## src/core/dmxaa_pkg.sv

```systemverilog
package dmxaa_pkg;

    // ------------------------------------------------------------
    // widths
    // ------------------------------------------------------------
    localparam int ADDR_W  = 9;
    localparam int STEP_W  = 9;
    localparam int GAIN_W  = 5;
    localparam int PARAM_W = 8;
    localparam int LVL_W   = 3;
    localparam int CH_N    = 4;
    localparam int CNT_W   = 32;
    localparam int EXT_W   = 6;

    // ------------------------------------------------------------
    // values and timing
    // ------------------------------------------------------------
    localparam logic [ADDR_W-1:0] FIRST_ADDR   = 9'h001;
    localparam logic [STEP_W-1:0] STEP_RST     = 9'h001;
    localparam logic [LVL_W-1:0]  COMP_MAX     = 3'h6;
    localparam int                CLK_NS       = 50;
    localparam int                COMP_STEP_NS = 260;
    localparam int COMP_STEP_CYC = (COMP_STEP_NS + CLK_NS - 1) / CLK_NS;
    localparam int                IND_TIME_MS  = 2000;
    localparam int IND_CYC = IND_TIME_MS * (1000000 / CLK_NS);

    // channel bits: 0 red, 1 green, 2 blue, 3 white
    localparam logic [CH_N-1:0] COL_DARK   = 4'h0;
    localparam logic [CH_N-1:0] COL_RED    = 4'h1;
    localparam logic [CH_N-1:0] COL_GREEN  = 4'h2;
    localparam logic [CH_N-1:0] COL_PURPLE = 4'h5;

    // command data field positions
    localparam int SELF_EN_BIT = 0;
    localparam int COMP_EN_BIT = 3;

    // ------------------------------------------------------------
    // types
    // ------------------------------------------------------------
    typedef enum logic [1:0] {MODE_OFF, MODE_AUTO, MODE_ADAPT}
        dmxaa_mode_type;

    typedef enum logic [2:0] {OP_STEP, OP_AUTO_EN, OP_ADAPT_EN,
        OP_AUTO_OFF, OP_ADDR, OP_SELFCHK, OP_COMP} dmxaa_op_type;

    typedef enum logic [1:0] {PH_LOAD, PH_PASS, PH_RUN} dmxaa_phase_type;

    typedef struct packed {
        logic         valid;
        dmxaa_op_type op;
        logic [15:0]  data;
    } dmxaa_cmd_type;

    typedef struct packed {
        logic [GAIN_W-1:0]  gain;
        logic [PARAM_W-1:0] param;
    } dmxaa_learn_type;

    typedef struct packed {
        logic [ADDR_W-1:0]  addr;
        logic [STEP_W-1:0]  step;
        dmxaa_mode_type     mode;
        logic               self_en;
        logic               comp_en;
        logic [LVL_W-1:0]   comp_lvl;
        logic [GAIN_W-1:0]  gain;
        logic [PARAM_W-1:0] param;
    } dmxaa_cfg_type;

endpackage : dmxaa_pkg
```

## src/core/dmxaa_ctrl.sv

```systemverilog
`timescale 1ns/100ps

// Operation
// - step set first, then auto addressing enabled; red first, purple rest
// - with auto addressing on, every power-up runs an addressing pass
// - floating chain input takes address 1; others follow by step count
// - address from the pass is stored without any command
// - after addressing, first chip red, others green for two seconds
// - successful pass leaves auto addressing mode by itself
// - adaptive mode enabled by command; red first, purple rest
// - adaptive success lights green two seconds; mode is left one cycle before the green starts
// - only one automatic function selected at a time
// - replacement chip recovers address; adaptive also gain and parameters
// - first chip performs no auto addressing or adaptive recovery
// - explicit address write turns off every automatic function
// - self-check enabled by a parameter write
// - self-check at power-up: red if open or first, dark if connected
// - self-check is inactive while an automatic function is on
// - width compensation enabled by a parameter write
// - compensation level 0..6, 260 ns per level rounded up to 6 cycles, so 300 ns longer on-time per level
module dmxaa_ctrl #(
    parameter int IND_CYCLES = dmxaa_pkg::IND_CYC
) (
    // clock and reset
    input  wire logic                          mclk,
    input  wire logic                          resetn,
    // decoded controller commands and frame timing
    input  wire dmxaa_pkg::dmxaa_cmd_type      cmd,
    input  wire logic                          frame_start,
    input  wire dmxaa_pkg::dmxaa_learn_type    learn,
    // address chain
    input  wire logic                          chain_addr_in,
    input  wire logic                          chain_in_float,
    output logic                               chain_addr_out,
    // retained storage
    input  wire dmxaa_pkg::dmxaa_cfg_type      nvm_rd,
    output logic                               nvm_wr,
    output dmxaa_pkg::dmxaa_cfg_type           nvm_data,
    // led channels
    input  wire logic [dmxaa_pkg::CH_N-1:0]    pwm_raw,
    output logic [dmxaa_pkg::CH_N-1:0]         led_channel_outputs
);

    // ------------------------------------------------------------
    // state
    // ------------------------------------------------------------
    typedef struct packed {
        dmxaa_pkg::dmxaa_phase_type                phase;
        dmxaa_pkg::dmxaa_cfg_type                  cfg;
        logic [dmxaa_pkg::ADDR_W-1:0]              frame_idx;
        logic [dmxaa_pkg::CNT_W-1:0]               ind_cnt;
        logic [dmxaa_pkg::CH_N-1:0]                ind_col;
        logic                                      hold_red;
        logic                                      chain_out;
        logic                                      nvm_wr;
        logic [dmxaa_pkg::CH_N-1:0]                led;
        logic [dmxaa_pkg::CH_N-1:0][dmxaa_pkg::EXT_W-1:0] ext_cnt;
    } dmxaa_state_type;

    dmxaa_state_type st_r;
    dmxaa_state_type st_nxt;

    // ------------------------------------------------------------
    // functions
    // ------------------------------------------------------------
    function automatic logic [dmxaa_pkg::CH_N-1:0] ack_colour(
        input logic first);
        return first ? dmxaa_pkg::COL_RED : dmxaa_pkg::COL_PURPLE;
    endfunction : ack_colour

    function automatic logic [dmxaa_pkg::ADDR_W-1:0] chain_addr(
        input logic [dmxaa_pkg::ADDR_W-1:0] idx,
        input logic [dmxaa_pkg::STEP_W-1:0] step);
        logic [dmxaa_pkg::ADDR_W+dmxaa_pkg::STEP_W-1:0] prod;
        prod = idx * step;
        return dmxaa_pkg::FIRST_ADDR + prod[dmxaa_pkg::ADDR_W-1:0];
    endfunction : chain_addr

    function automatic logic [dmxaa_pkg::EXT_W-1:0] comp_cycles(
        input dmxaa_pkg::dmxaa_cfg_type c);
        logic [dmxaa_pkg::EXT_W-1:0] per;
        per = dmxaa_pkg::EXT_W'(dmxaa_pkg::COMP_STEP_CYC);
        return c.comp_en ? dmxaa_pkg::EXT_W'(c.comp_lvl) * per
                         : '0;
    endfunction : comp_cycles

    function automatic logic [dmxaa_pkg::CNT_W-1:0] ind_load();
        return dmxaa_pkg::CNT_W'(IND_CYCLES);
    endfunction : ind_load

    // ------------------------------------------------------------
    // next state
    // ------------------------------------------------------------
    logic take;
    logic first;

    always_comb begin
        st_nxt        = st_r;
        st_nxt.nvm_wr = 1'b0;
        first         = chain_in_float;
        take          = frame_start && !st_r.chain_out
                        && (first || chain_addr_in);

        if (st_r.ind_cnt != '0) begin
            st_nxt.ind_cnt = st_r.ind_cnt - 1'b1;
        end

        unique case (st_r.phase)
            // power-up: pick up retained settings
            dmxaa_pkg::PH_LOAD: begin
                st_nxt.cfg = nvm_rd;
                if (nvm_rd.mode != dmxaa_pkg::MODE_OFF) begin
                    st_nxt.phase = dmxaa_pkg::PH_PASS;
                end else begin
                    st_nxt.phase = dmxaa_pkg::PH_RUN;
                    // open line and first chip look alike: both red
                    st_nxt.hold_red = nvm_rd.self_en && first;
                end
            end
            dmxaa_pkg::PH_PASS: begin
                // address index is the count of frames before our turn
                if (take) begin
                    st_nxt.chain_out = 1'b1;
                    st_nxt.phase     = dmxaa_pkg::PH_RUN;
                    st_nxt.ind_cnt   = ind_load();
                    if (first) begin
                        st_nxt.cfg.addr = dmxaa_pkg::FIRST_ADDR;
                        st_nxt.ind_col  = dmxaa_pkg::COL_RED;
                    end else begin
                        st_nxt.cfg.addr = chain_addr(st_r.frame_idx,
                                                     st_r.cfg.step);
                        if (st_r.cfg.mode == dmxaa_pkg::MODE_ADAPT) begin
                            st_nxt.cfg.gain  = learn.gain;
                            st_nxt.cfg.param = learn.param;
                        end
                        st_nxt.cfg.mode = dmxaa_pkg::MODE_OFF;
                        st_nxt.ind_col  = dmxaa_pkg::COL_GREEN;
                        st_nxt.nvm_wr   = 1'b1;
                    end
                end else if (frame_start) begin
                    st_nxt.frame_idx = st_r.frame_idx + 1'b1;
                end
            end
            dmxaa_pkg::PH_RUN: begin
                // keep the chain moving for repaired chips downstream
                if (take) begin
                    st_nxt.chain_out = 1'b1;
                end
            end
        endcase

        // commands, not during the load cycle
        if (cmd.valid && st_r.phase != dmxaa_pkg::PH_LOAD) begin
            st_nxt.nvm_wr   = 1'b1;
            st_nxt.hold_red = 1'b0;
            unique case (cmd.op)
                dmxaa_pkg::OP_STEP: begin
                    st_nxt.cfg.step = cmd.data[dmxaa_pkg::STEP_W-1:0];
                end
                dmxaa_pkg::OP_AUTO_EN: begin
                    st_nxt.cfg.mode = dmxaa_pkg::MODE_AUTO;
                    st_nxt.ind_col  = ack_colour(first);
                    st_nxt.ind_cnt  = ind_load();
                end
                dmxaa_pkg::OP_ADAPT_EN: begin
                    st_nxt.cfg.mode = dmxaa_pkg::MODE_ADAPT;
                    st_nxt.ind_col  = ack_colour(first);
                    st_nxt.ind_cnt  = ind_load();
                end
                dmxaa_pkg::OP_AUTO_OFF: begin
                    st_nxt.cfg.mode = dmxaa_pkg::MODE_OFF;
                end
                dmxaa_pkg::OP_ADDR: begin
                    st_nxt.cfg.addr = cmd.data[dmxaa_pkg::ADDR_W-1:0];
                    st_nxt.cfg.mode = dmxaa_pkg::MODE_OFF;
                    if (st_r.phase == dmxaa_pkg::PH_PASS) begin
                        st_nxt.phase = dmxaa_pkg::PH_RUN;
                    end
                end
                dmxaa_pkg::OP_SELFCHK: begin
                    st_nxt.cfg.self_en =
                        cmd.data[dmxaa_pkg::SELF_EN_BIT];
                end
                dmxaa_pkg::OP_COMP: begin
                    st_nxt.cfg.comp_en =
                        cmd.data[dmxaa_pkg::COMP_EN_BIT];
                    // levels above the top one saturate
                    if (cmd.data[dmxaa_pkg::LVL_W-1:0] > dmxaa_pkg::COMP_MAX)
                    begin
                        st_nxt.cfg.comp_lvl = dmxaa_pkg::COMP_MAX;
                    end else begin
                        st_nxt.cfg.comp_lvl = cmd.data[dmxaa_pkg::LVL_W-1:0];
                    end
                end
                default: begin
                    st_nxt.nvm_wr = 1'b0;
                end
            endcase
        end

        // on-time stretch: each fall is held for the compensation count
        for (int i = 0; i < dmxaa_pkg::CH_N; i++) begin
            if (pwm_raw[i]) begin
                st_nxt.ext_cnt[i] = comp_cycles(st_r.cfg);
            end else if (st_r.ext_cnt[i] != '0) begin
                st_nxt.ext_cnt[i] = st_r.ext_cnt[i] - 1'b1;
            end
            st_nxt.led[i] = pwm_raw[i] || (st_r.ext_cnt[i] != '0);
        end

        // indications override the grey-scale drive
        if (st_r.ind_cnt != '0) begin
            st_nxt.led = st_r.ind_col;
        end else if (st_r.hold_red) begin
            st_nxt.led = dmxaa_pkg::COL_RED;
        end
    end

    // ------------------------------------------------------------
    // registers
    // ------------------------------------------------------------
    always_ff @(posedge mclk or negedge resetn) begin
        if (!resetn) begin
            st_r               <= '0;
            st_r.phase         <= dmxaa_pkg::PH_LOAD;
            st_r.cfg.step      <= dmxaa_pkg::STEP_RST;
            st_r.cfg.addr      <= dmxaa_pkg::FIRST_ADDR;
        end else begin
            st_r <= st_nxt;
        end
    end

    assign chain_addr_out      = st_r.chain_out;
    assign nvm_wr              = st_r.nvm_wr;
    assign nvm_data            = st_r.cfg;
    assign led_channel_outputs = st_r.led;
endmodule : dmxaa_ctrl

```

## config.mk

```make
export PLATFORM = sky130hd
export DESIGN_NAME = dmxaa_ctrl
export DESIGN_NICKNAME = d
export VERILOG_FILES = /design/src/core/dmxaa_pkg.sv /design/src/core/dmxaa_ctrl.sv
export SDC_FILE = /design/constraint.sdc
export NUM_CORES = 1
export LEC_CHECK = 0
export ABC_AREA = 1
export BUFFER_PORTS_ARGS = -buffer_cell sky130_fd_sc_hd__buf_2
export CORE_MARGIN = 3
export CORE_UTILIZATION = 50
export CTS_CLUSTER_SIZE = 25
export DETAILED_ROUTE_END_ITERATION = 7
export PLACE_DENSITY_LB_ADDON = 0.1
export SETUP_SLACK_MARGIN = 0.5
export SYNTH_ARGS = -nofsm -noshare
export SYNTH_HDL_FRONTEND = slang
export SYNTH_SLANG_ARGS = --single-unit
```

## constraint.sdc

```tcl
create_clock -name mclk -period 4.6 [get_ports mclk]
set_clock_uncertainty 0.15 [all_clocks]
set_input_delay 0.69 -clock mclk [delete_from_list [all_inputs] [get_ports mclk]]
set_output_delay 0.69 -clock mclk [all_outputs]
set_load 0.02 [all_outputs]
```

==> results of run 1 <==
-- worst max-delay path, stage by stage (launching register included) --
cell and delay (ns):
dfstp_2 0.57, buf_6 0.12, nand2_1 0.07, fa_2 0.53
inv_1 0.06, fa_1 0.45, ha_1 0.29, inv_1 0.05
fa_1 0.53, inv_1 0.07, ha_4 0.25, nand2_1 0.09
o21ai_1 0.08, nor2_2 0.15, nand3_1 0.09, nand2_1 0.09
inv_1 0.04, nand2_1 0.06, nand3_2 0.07, a21oi_2 0.12
-- final timing paths --
path | end | slack (ns) | cells after the start
worst max-delay path | nvm_data[37] | 0.59 | 19
worst min-delay path | st_r[7] | 0.30 | 1
worst max register to register | nvm_data[37] | 0.59 | 19
worst min register to register | st_r[32] | 0.33 | 2
max in group asynchronous | nvm_data[20] | 3.06 | 2
min in group mclk | st_r[32] | 0.33 | 2
-- per-layer routing --
metal  track usage, %  share of wire, %  up-vias
li1                 -                 -     3520
met1             31.2                47     3213
met2             36.8                47      170
met3             5.29               5.3       23
met4             5.14               1.2        0
met5                0                 0        -
-- through the flow --
| step | cell area (um2) | setup slack [ns] | hold WS (ns) |
|---|---|---|---|
| CTS | 9170 | 0.506 | 0.333 |
| floorplan | 8010 | 0.520 | 0.244 |
| detailed placement | 8480 | 0.317 | 0.319 |
| global route | 9230 | 0.425 | 0.352 |
| finish | 9230 | 0.588 | 0.297 |
| global placement | 8480 | 0.331 | 0.311 |
-- area by class of cell --
cell class	count	area [um2]
well taps	211	264
fillers	1514	6200
clock buffers	23	488
clock inverters	9	149
inverters	171	644
multi-input cells	718	4080
flip-flops and latches	116	2910
repair buffers	131	699
-- cell families after synthesis --
logic type	count (synthesis)	synth area share (%)
adder cells (fa/ha/maj)	48	9.19
buffers and inverters	240	13.8
flip-flops	116	36.3
AO/OA/AOI/OAI	132	10.3
multiplexers	1	0.141
AND/OR/NAND/NOR	503	26.5
XOR/XNOR	34	3.72
-- registers in the layout, indices dropped and copies added (netlist names) --
signal	flops
nvm_data	38
st_r	72
nvm_wr	1
led_channel_outputs	4
chain_addr_out	1
-- power breakdown --
group          switching (uW)  internal, uW  total [uW]
clock network             475           961        1440
registers                 302          1350        1660
logic                    1650          1070        2720
-- cells in the final DEF (no fill, tap or decap), types with 4 or more instances in the layout --
cell	instances
o21ai_2	7
buf_4	15
nor2_4	4
clkbuf_8	4
nand2_1	265
nor2_1	125
nor3_1	20
a21oi_1	19
nor3_2	5
a31oi_1	16
xnor2_1	16
clkinv_2	4
fa_1	17
inv_1	160
o211ai_1	4
bufinv_16	4
inv_2	7
nand3_1	42
buf_2	115
nor2_2	6
ha_1	26
o21ai_0	47
dfrtp_1	112
nand2_2	7
nand4_1	17
clkbuf_16	17
o21ai_1	8
ha_4	4
xor2_1	18
o221ai_1	5
-- timing repair --
action                                  CTS  global route
gates resized for setup                   7            15
endpoints found under the setup margin    2             4
pin swaps                                 6            11
setup buffers                             1             2
==> metrics.md, run 1 <==
| Metric | Value |
|---|---|
| Status | completed |
| Dominant synthesized flop cell | dfrtp_1 |
| CTS root buf | clkbuf_16 |
| TritonCTS buffer count | 17 |
| Syn_nets | 1202 |
| Synth Warn # | 0 |
| CTS Buffer Depth | 2 |
| CP Data Required Time | 4.80 ns |
| RSZ-0062 raised after global routing | yes |
| Proportion of layout cells with a drive suffix above 1 | 18.8% |
| Clock Pin Slew Worst Setup and Hold Paths | 0.06 ns |
| Synth top area share | 35.6% |
| Overflow after GRT | 0 |
| Synth area leaders | dfrtp_1 36%, nand2_1 13%, inv_1 7.6%, nor2_1 5.9%, ha_1 4.7% |
| DIE HEIGHT | 133 um |
| Flops & latches, synth | 116 |
| Final core utilization | 59.8% |
| Final min period | 4.01 ns |
| Max Cap Viol | 0 |
| Endpoint class of the critical path | flip-flop |
| ANT nets after route | 0 |
| Avg Vias per Cell | 5.02 |
| Asr flop ratio synth | 100% |
| Largest area contributor in the netlist | dfrtp_1 |
| Worst EP arrival | 4.21 ns |
| Vias in the first global route | 6597 |
| Critical setup path kind | flip-flop to flip-flop |
| Netlist cell types | 52 |
| Core Box Area | 15400 um2 |
| Cell area power density | 630 nW/um2 |
| Initial antenna violation count | 0 |
| Worst hold path class | primary input to async pin |
| Fin. Hold Viols | 0 |
| Post-synth top cells | 267 x nand2_1, 163 x inv_1, 126 x nor2_1 |
| Port Buf Inserts | 116 |
| Worst-Skew Late Latency | 0.42 ns |
| Vias | 6926 |
| H-tree depth | 4 |
| Count of flip-flops with a built-in enable after synthesis | 0 |
| Headroom to the max-slew limit | 31.5% |
| LEAKAGE | 0.00480 uW |
| Drt total wl | 19600 um |
| Die area | 17600 um2 |
| Die width | 133 um |
| Seq/Total Area, Yosys | 36.3% |
| First-pass GRT wire length | 32300 um |
| CTS Sinks | 116 |
| Setup violations, final | 0 |
| Actual slew at the worst max-slew pin | 1.03 ns |
| Non-Filler Instances | 1379 |
| Rows | 45 |
| Synth Cell Area | 8010 um2 |
| Reg2Reg Launch Point | nvm_data[20] |
| Final period utilization | 87.2% |
| GRT Util Overall | 22.7% |
| Syn-to-layout area delta | 15.2% |
| Drt first pass iters | 5 |
| Final TNS setup | 0 ns |
| Launch point of the worst path | nvm_data[20] |
| Routability Congestion | 0.922 |
| CTS tree | built |
| Routed WL per cell | 14.2 um |
| Highest clock rate | 249 MHz |
| Synthesized area per cell | 7.46 um2 |
| Startpoint types | flip-flop |
| Largest net degree at the start of global routing | 80 |
| Dpl cells | 1344 |
| DRC | 0 |
| Syn Inst Count | 1074 |
| Hold_buf cts | 0 |
| Maximum vdd drop | 0.535 mV |
| Final Max Tran Viols | 0 |
| Pwr Total | 5820 uW |
| Detailed placer's ending HPWL | 14600 um |
| Fin nets | 1283 |
| # IOs | 124 |
| Initial Util | 51.9% |
| Most common cell in the netlist | nand2_1 |
| Number of DRC markers in iteration 0 | 343 |
| Inserted Diodes | 0 |
| Worst Path Max Fanout | 5 |
No activity file was read; power rests on OpenSTA's default activity.
==> run 2, diff against run 1 <==
--- a/config.mk
+++ b/config.mk
@@ -12,6 +12,7 @@
 export CTS_CLUSTER_SIZE = 25
 export DETAILED_ROUTE_END_ITERATION = 7
 export PLACE_DENSITY_LB_ADDON = 0.1
+export REMOVE_ABC_BUFFERS = 1
 export SETUP_SLACK_MARGIN = 0.5
 export SYNTH_ARGS = -nofsm -noshare
 export SYNTH_HDL_FRONTEND = slang
==> metrics.md, run 2 (synthesis results as in run 1) <==
| Metric | Value |
|---|---|
| Number of DRC markers in iteration 0 | 435 |
| Rows | 45 |
| Syn-to-layout area delta | 13.7% |
| Most common cell after layout, fill and taps aside | nand2_1 |
| Hold_buf cts | 0 |
| Endpoint class of the critical path | flip-flop |
| Initial antenna violation count | 1 |
| Core Box Area | 15400 um2 |
| Clock Pin Slew Worst Setup and Hold Paths | 0.05 ns |
| Routability Congestion | 0.902 |
| # IOs | 124 |
| Detailed placer's ending HPWL | 14700 um |
| RSZ-0062 raised after global routing | yes |
| Setup violations, final | 0 |
| Max reg flops | 72 |
| Worst-Skew Late Latency | 0.42 ns |
| GRT Util Overall | 23.1% |
| Largest net degree at the start of global routing | 63 |
| Final core utilization | 59.1% |
| Initial Util | 51.9% |
| Port Buf Inserts | 116 |
| Worst EP arrival | 4.23 ns |
| First-pass GRT wire length | 32800 um |
| Largest Register | st_r |
| DIE HEIGHT | 133 um |
| Highest clock rate | 248 MHz |
| Worst Path Max Fanout | 3 |
| Inserted Diodes | 0 |
| Final Max Tran Viols | 0 |
| TritonCTS buffer count | 17 |
| Critical setup path kind | flip-flop to flip-flop |
| Status | completed |
| ANT nets after route | 0 |
| Fin nets | 1284 |
| CTS Buffer Depth | 2 |
| CTS Sinks | 116 |
| Fin. Hold Viols | 0 |
| Die area | 17600 um2 |
| CTS root buf | clkbuf_16 |
| Cell area power density | 615 nW/um2 |
| H-tree depth | 4 |
| DRC | 0 |
| Final TNS setup | 0 ns |
| Avg Vias per Cell | 5.09 |
| Drt first pass iters | 6 |
| Proportion of layout cells with a drive suffix above 1 | 18.2% |
| Maximum vdd drop | 0.339 mV |
| Max Cap Viol | 0 |
| Routed WL per cell | 14.5 um |
| Final period utilization | 87.8% |
| Drt total wl | 20000 um |
| Worst hold path class | primary input to async pin |
| Filler instances | 1503 |
| Startpoint types | flip-flop |
| Vias in the first global route | 6678 |
| Headroom to the max-slew limit | 45.2% |
| LEAKAGE | 0.00476 uW |
| Overflow after GRT | 0 |
| Actual slew at the worst max-slew pin | 0.823 ns |
| Vias | 7011 |
| Commonest non-fill, non-tap cells in the layout | 265 x nand2_1, 162 x inv_1, 125 x nor2_1 |
| Final min period | 4.04 ns |
| CTS tree | built |
| CP Data Required Time | 4.79 ns |
| Die width | 133 um |
## run 2: cell count changes in the layout (fill, tap and decap cells not counted), sizes merged
| cell | before | now |
|---|---|---|
| bufinv | 4 | 1 |
| buf | 131 | 132 |
| clkinv | 8 | 7 |
| clkinvlp | 0 | 1 |
## run 2: final cells by class
class,instances,area (um2),area share (%)
Clock inverter,6,57.6,0.632
Tap cell,211,264,2.90
Inverter,171,644,7.07
Timing Repair Buffer,132,707,7.76
Multi-Input combinational cell,718,4070,44.7
Clock buffer,23,458,5.03
Sequential cell,116,2910,31.9
## run 2: layer usage
layer	track usage [%]	up-vias	wire, um
met2	36.5	202	9260
met4	7.10	2	357
met1	32.3	3248	9290
met3	4.68	41	1090
met5	0	-	13
li1	-	3518	-
## run 2: worst paths after layout
path | cells after the start | from | endpoint | slack [ns]
min in group mclk | 2 | st_r[32] | st_r[32] | 0.33
max | 19 | nvm_data[20] | nvm_data[37] | 0.56
max in group asynchronous | 2 | resetn | led_channel_outputs[1] | 3.19
min reg2reg | 2 | st_r[32] | st_r[32] | 0.33
max reg2reg | 19 | nvm_data[20] | nvm_data[37] | 0.56
min | 1 | resetn | st_r[7] | 0.22
## run 2: critical path: stages (launching register included)
cell	delay [ns]
dfstp_2	0.55
nand2_2	0.07
fa_1	0.51
inv_1	0.05
fa_1	0.47
inv_1	0.05
fa_1	0.46
fa_1	0.53
inv_2	0.05
ha_4	0.29
nand2_4	0.06
nor3_4	0.18
nor2_2	0.07
inv_1	0.06
nand2_1	0.05
nand2_1	0.07
inv_1	0.04
nand2_1	0.05
nand3_1	0.06
a21oi_1	0.13
## run 2: per-stage QoR
step / cell area, um2 / hold slack (ns) / power (uW) / std cells / setup slack, ns
floorplan: 7550 / 0.244 / 3390 / 1005 / 0.527
global placement: 8480 / 0.314 / 4090 / 1343 / 0.366
detailed placement: 8480 / 0.317 / 4150 / 1343 / 0.320
CTS: 9050 / 0.248 / 5450 / 1376 / 0.510
global route: 9110 / 0.285 / 6120 / 1377 / 0.383
finish: 9110 / 0.220 / 5600 / 1377 / 0.561
## run 2: power breakdown
| group | internal, uW | switching (uW) | leakage, uW | total [uW] |
|---|---|---|---|---|
| registers | 1360 | 308 | 0.00140 | 1660 |
| logic | 1080 | 1660 | 0.00311 | 2740 |
| clock network | 742 | 454 | 0.000253 | 1200 |
## run 2: repair_timing
item / in CTS / in global routing
pin swaps: 6 / 10
resized for setup: 5 / 16
hold endpoints to repair: 0 / 0
setup endpoints to repair: 1 / 3
setup buffers: 4 / 1
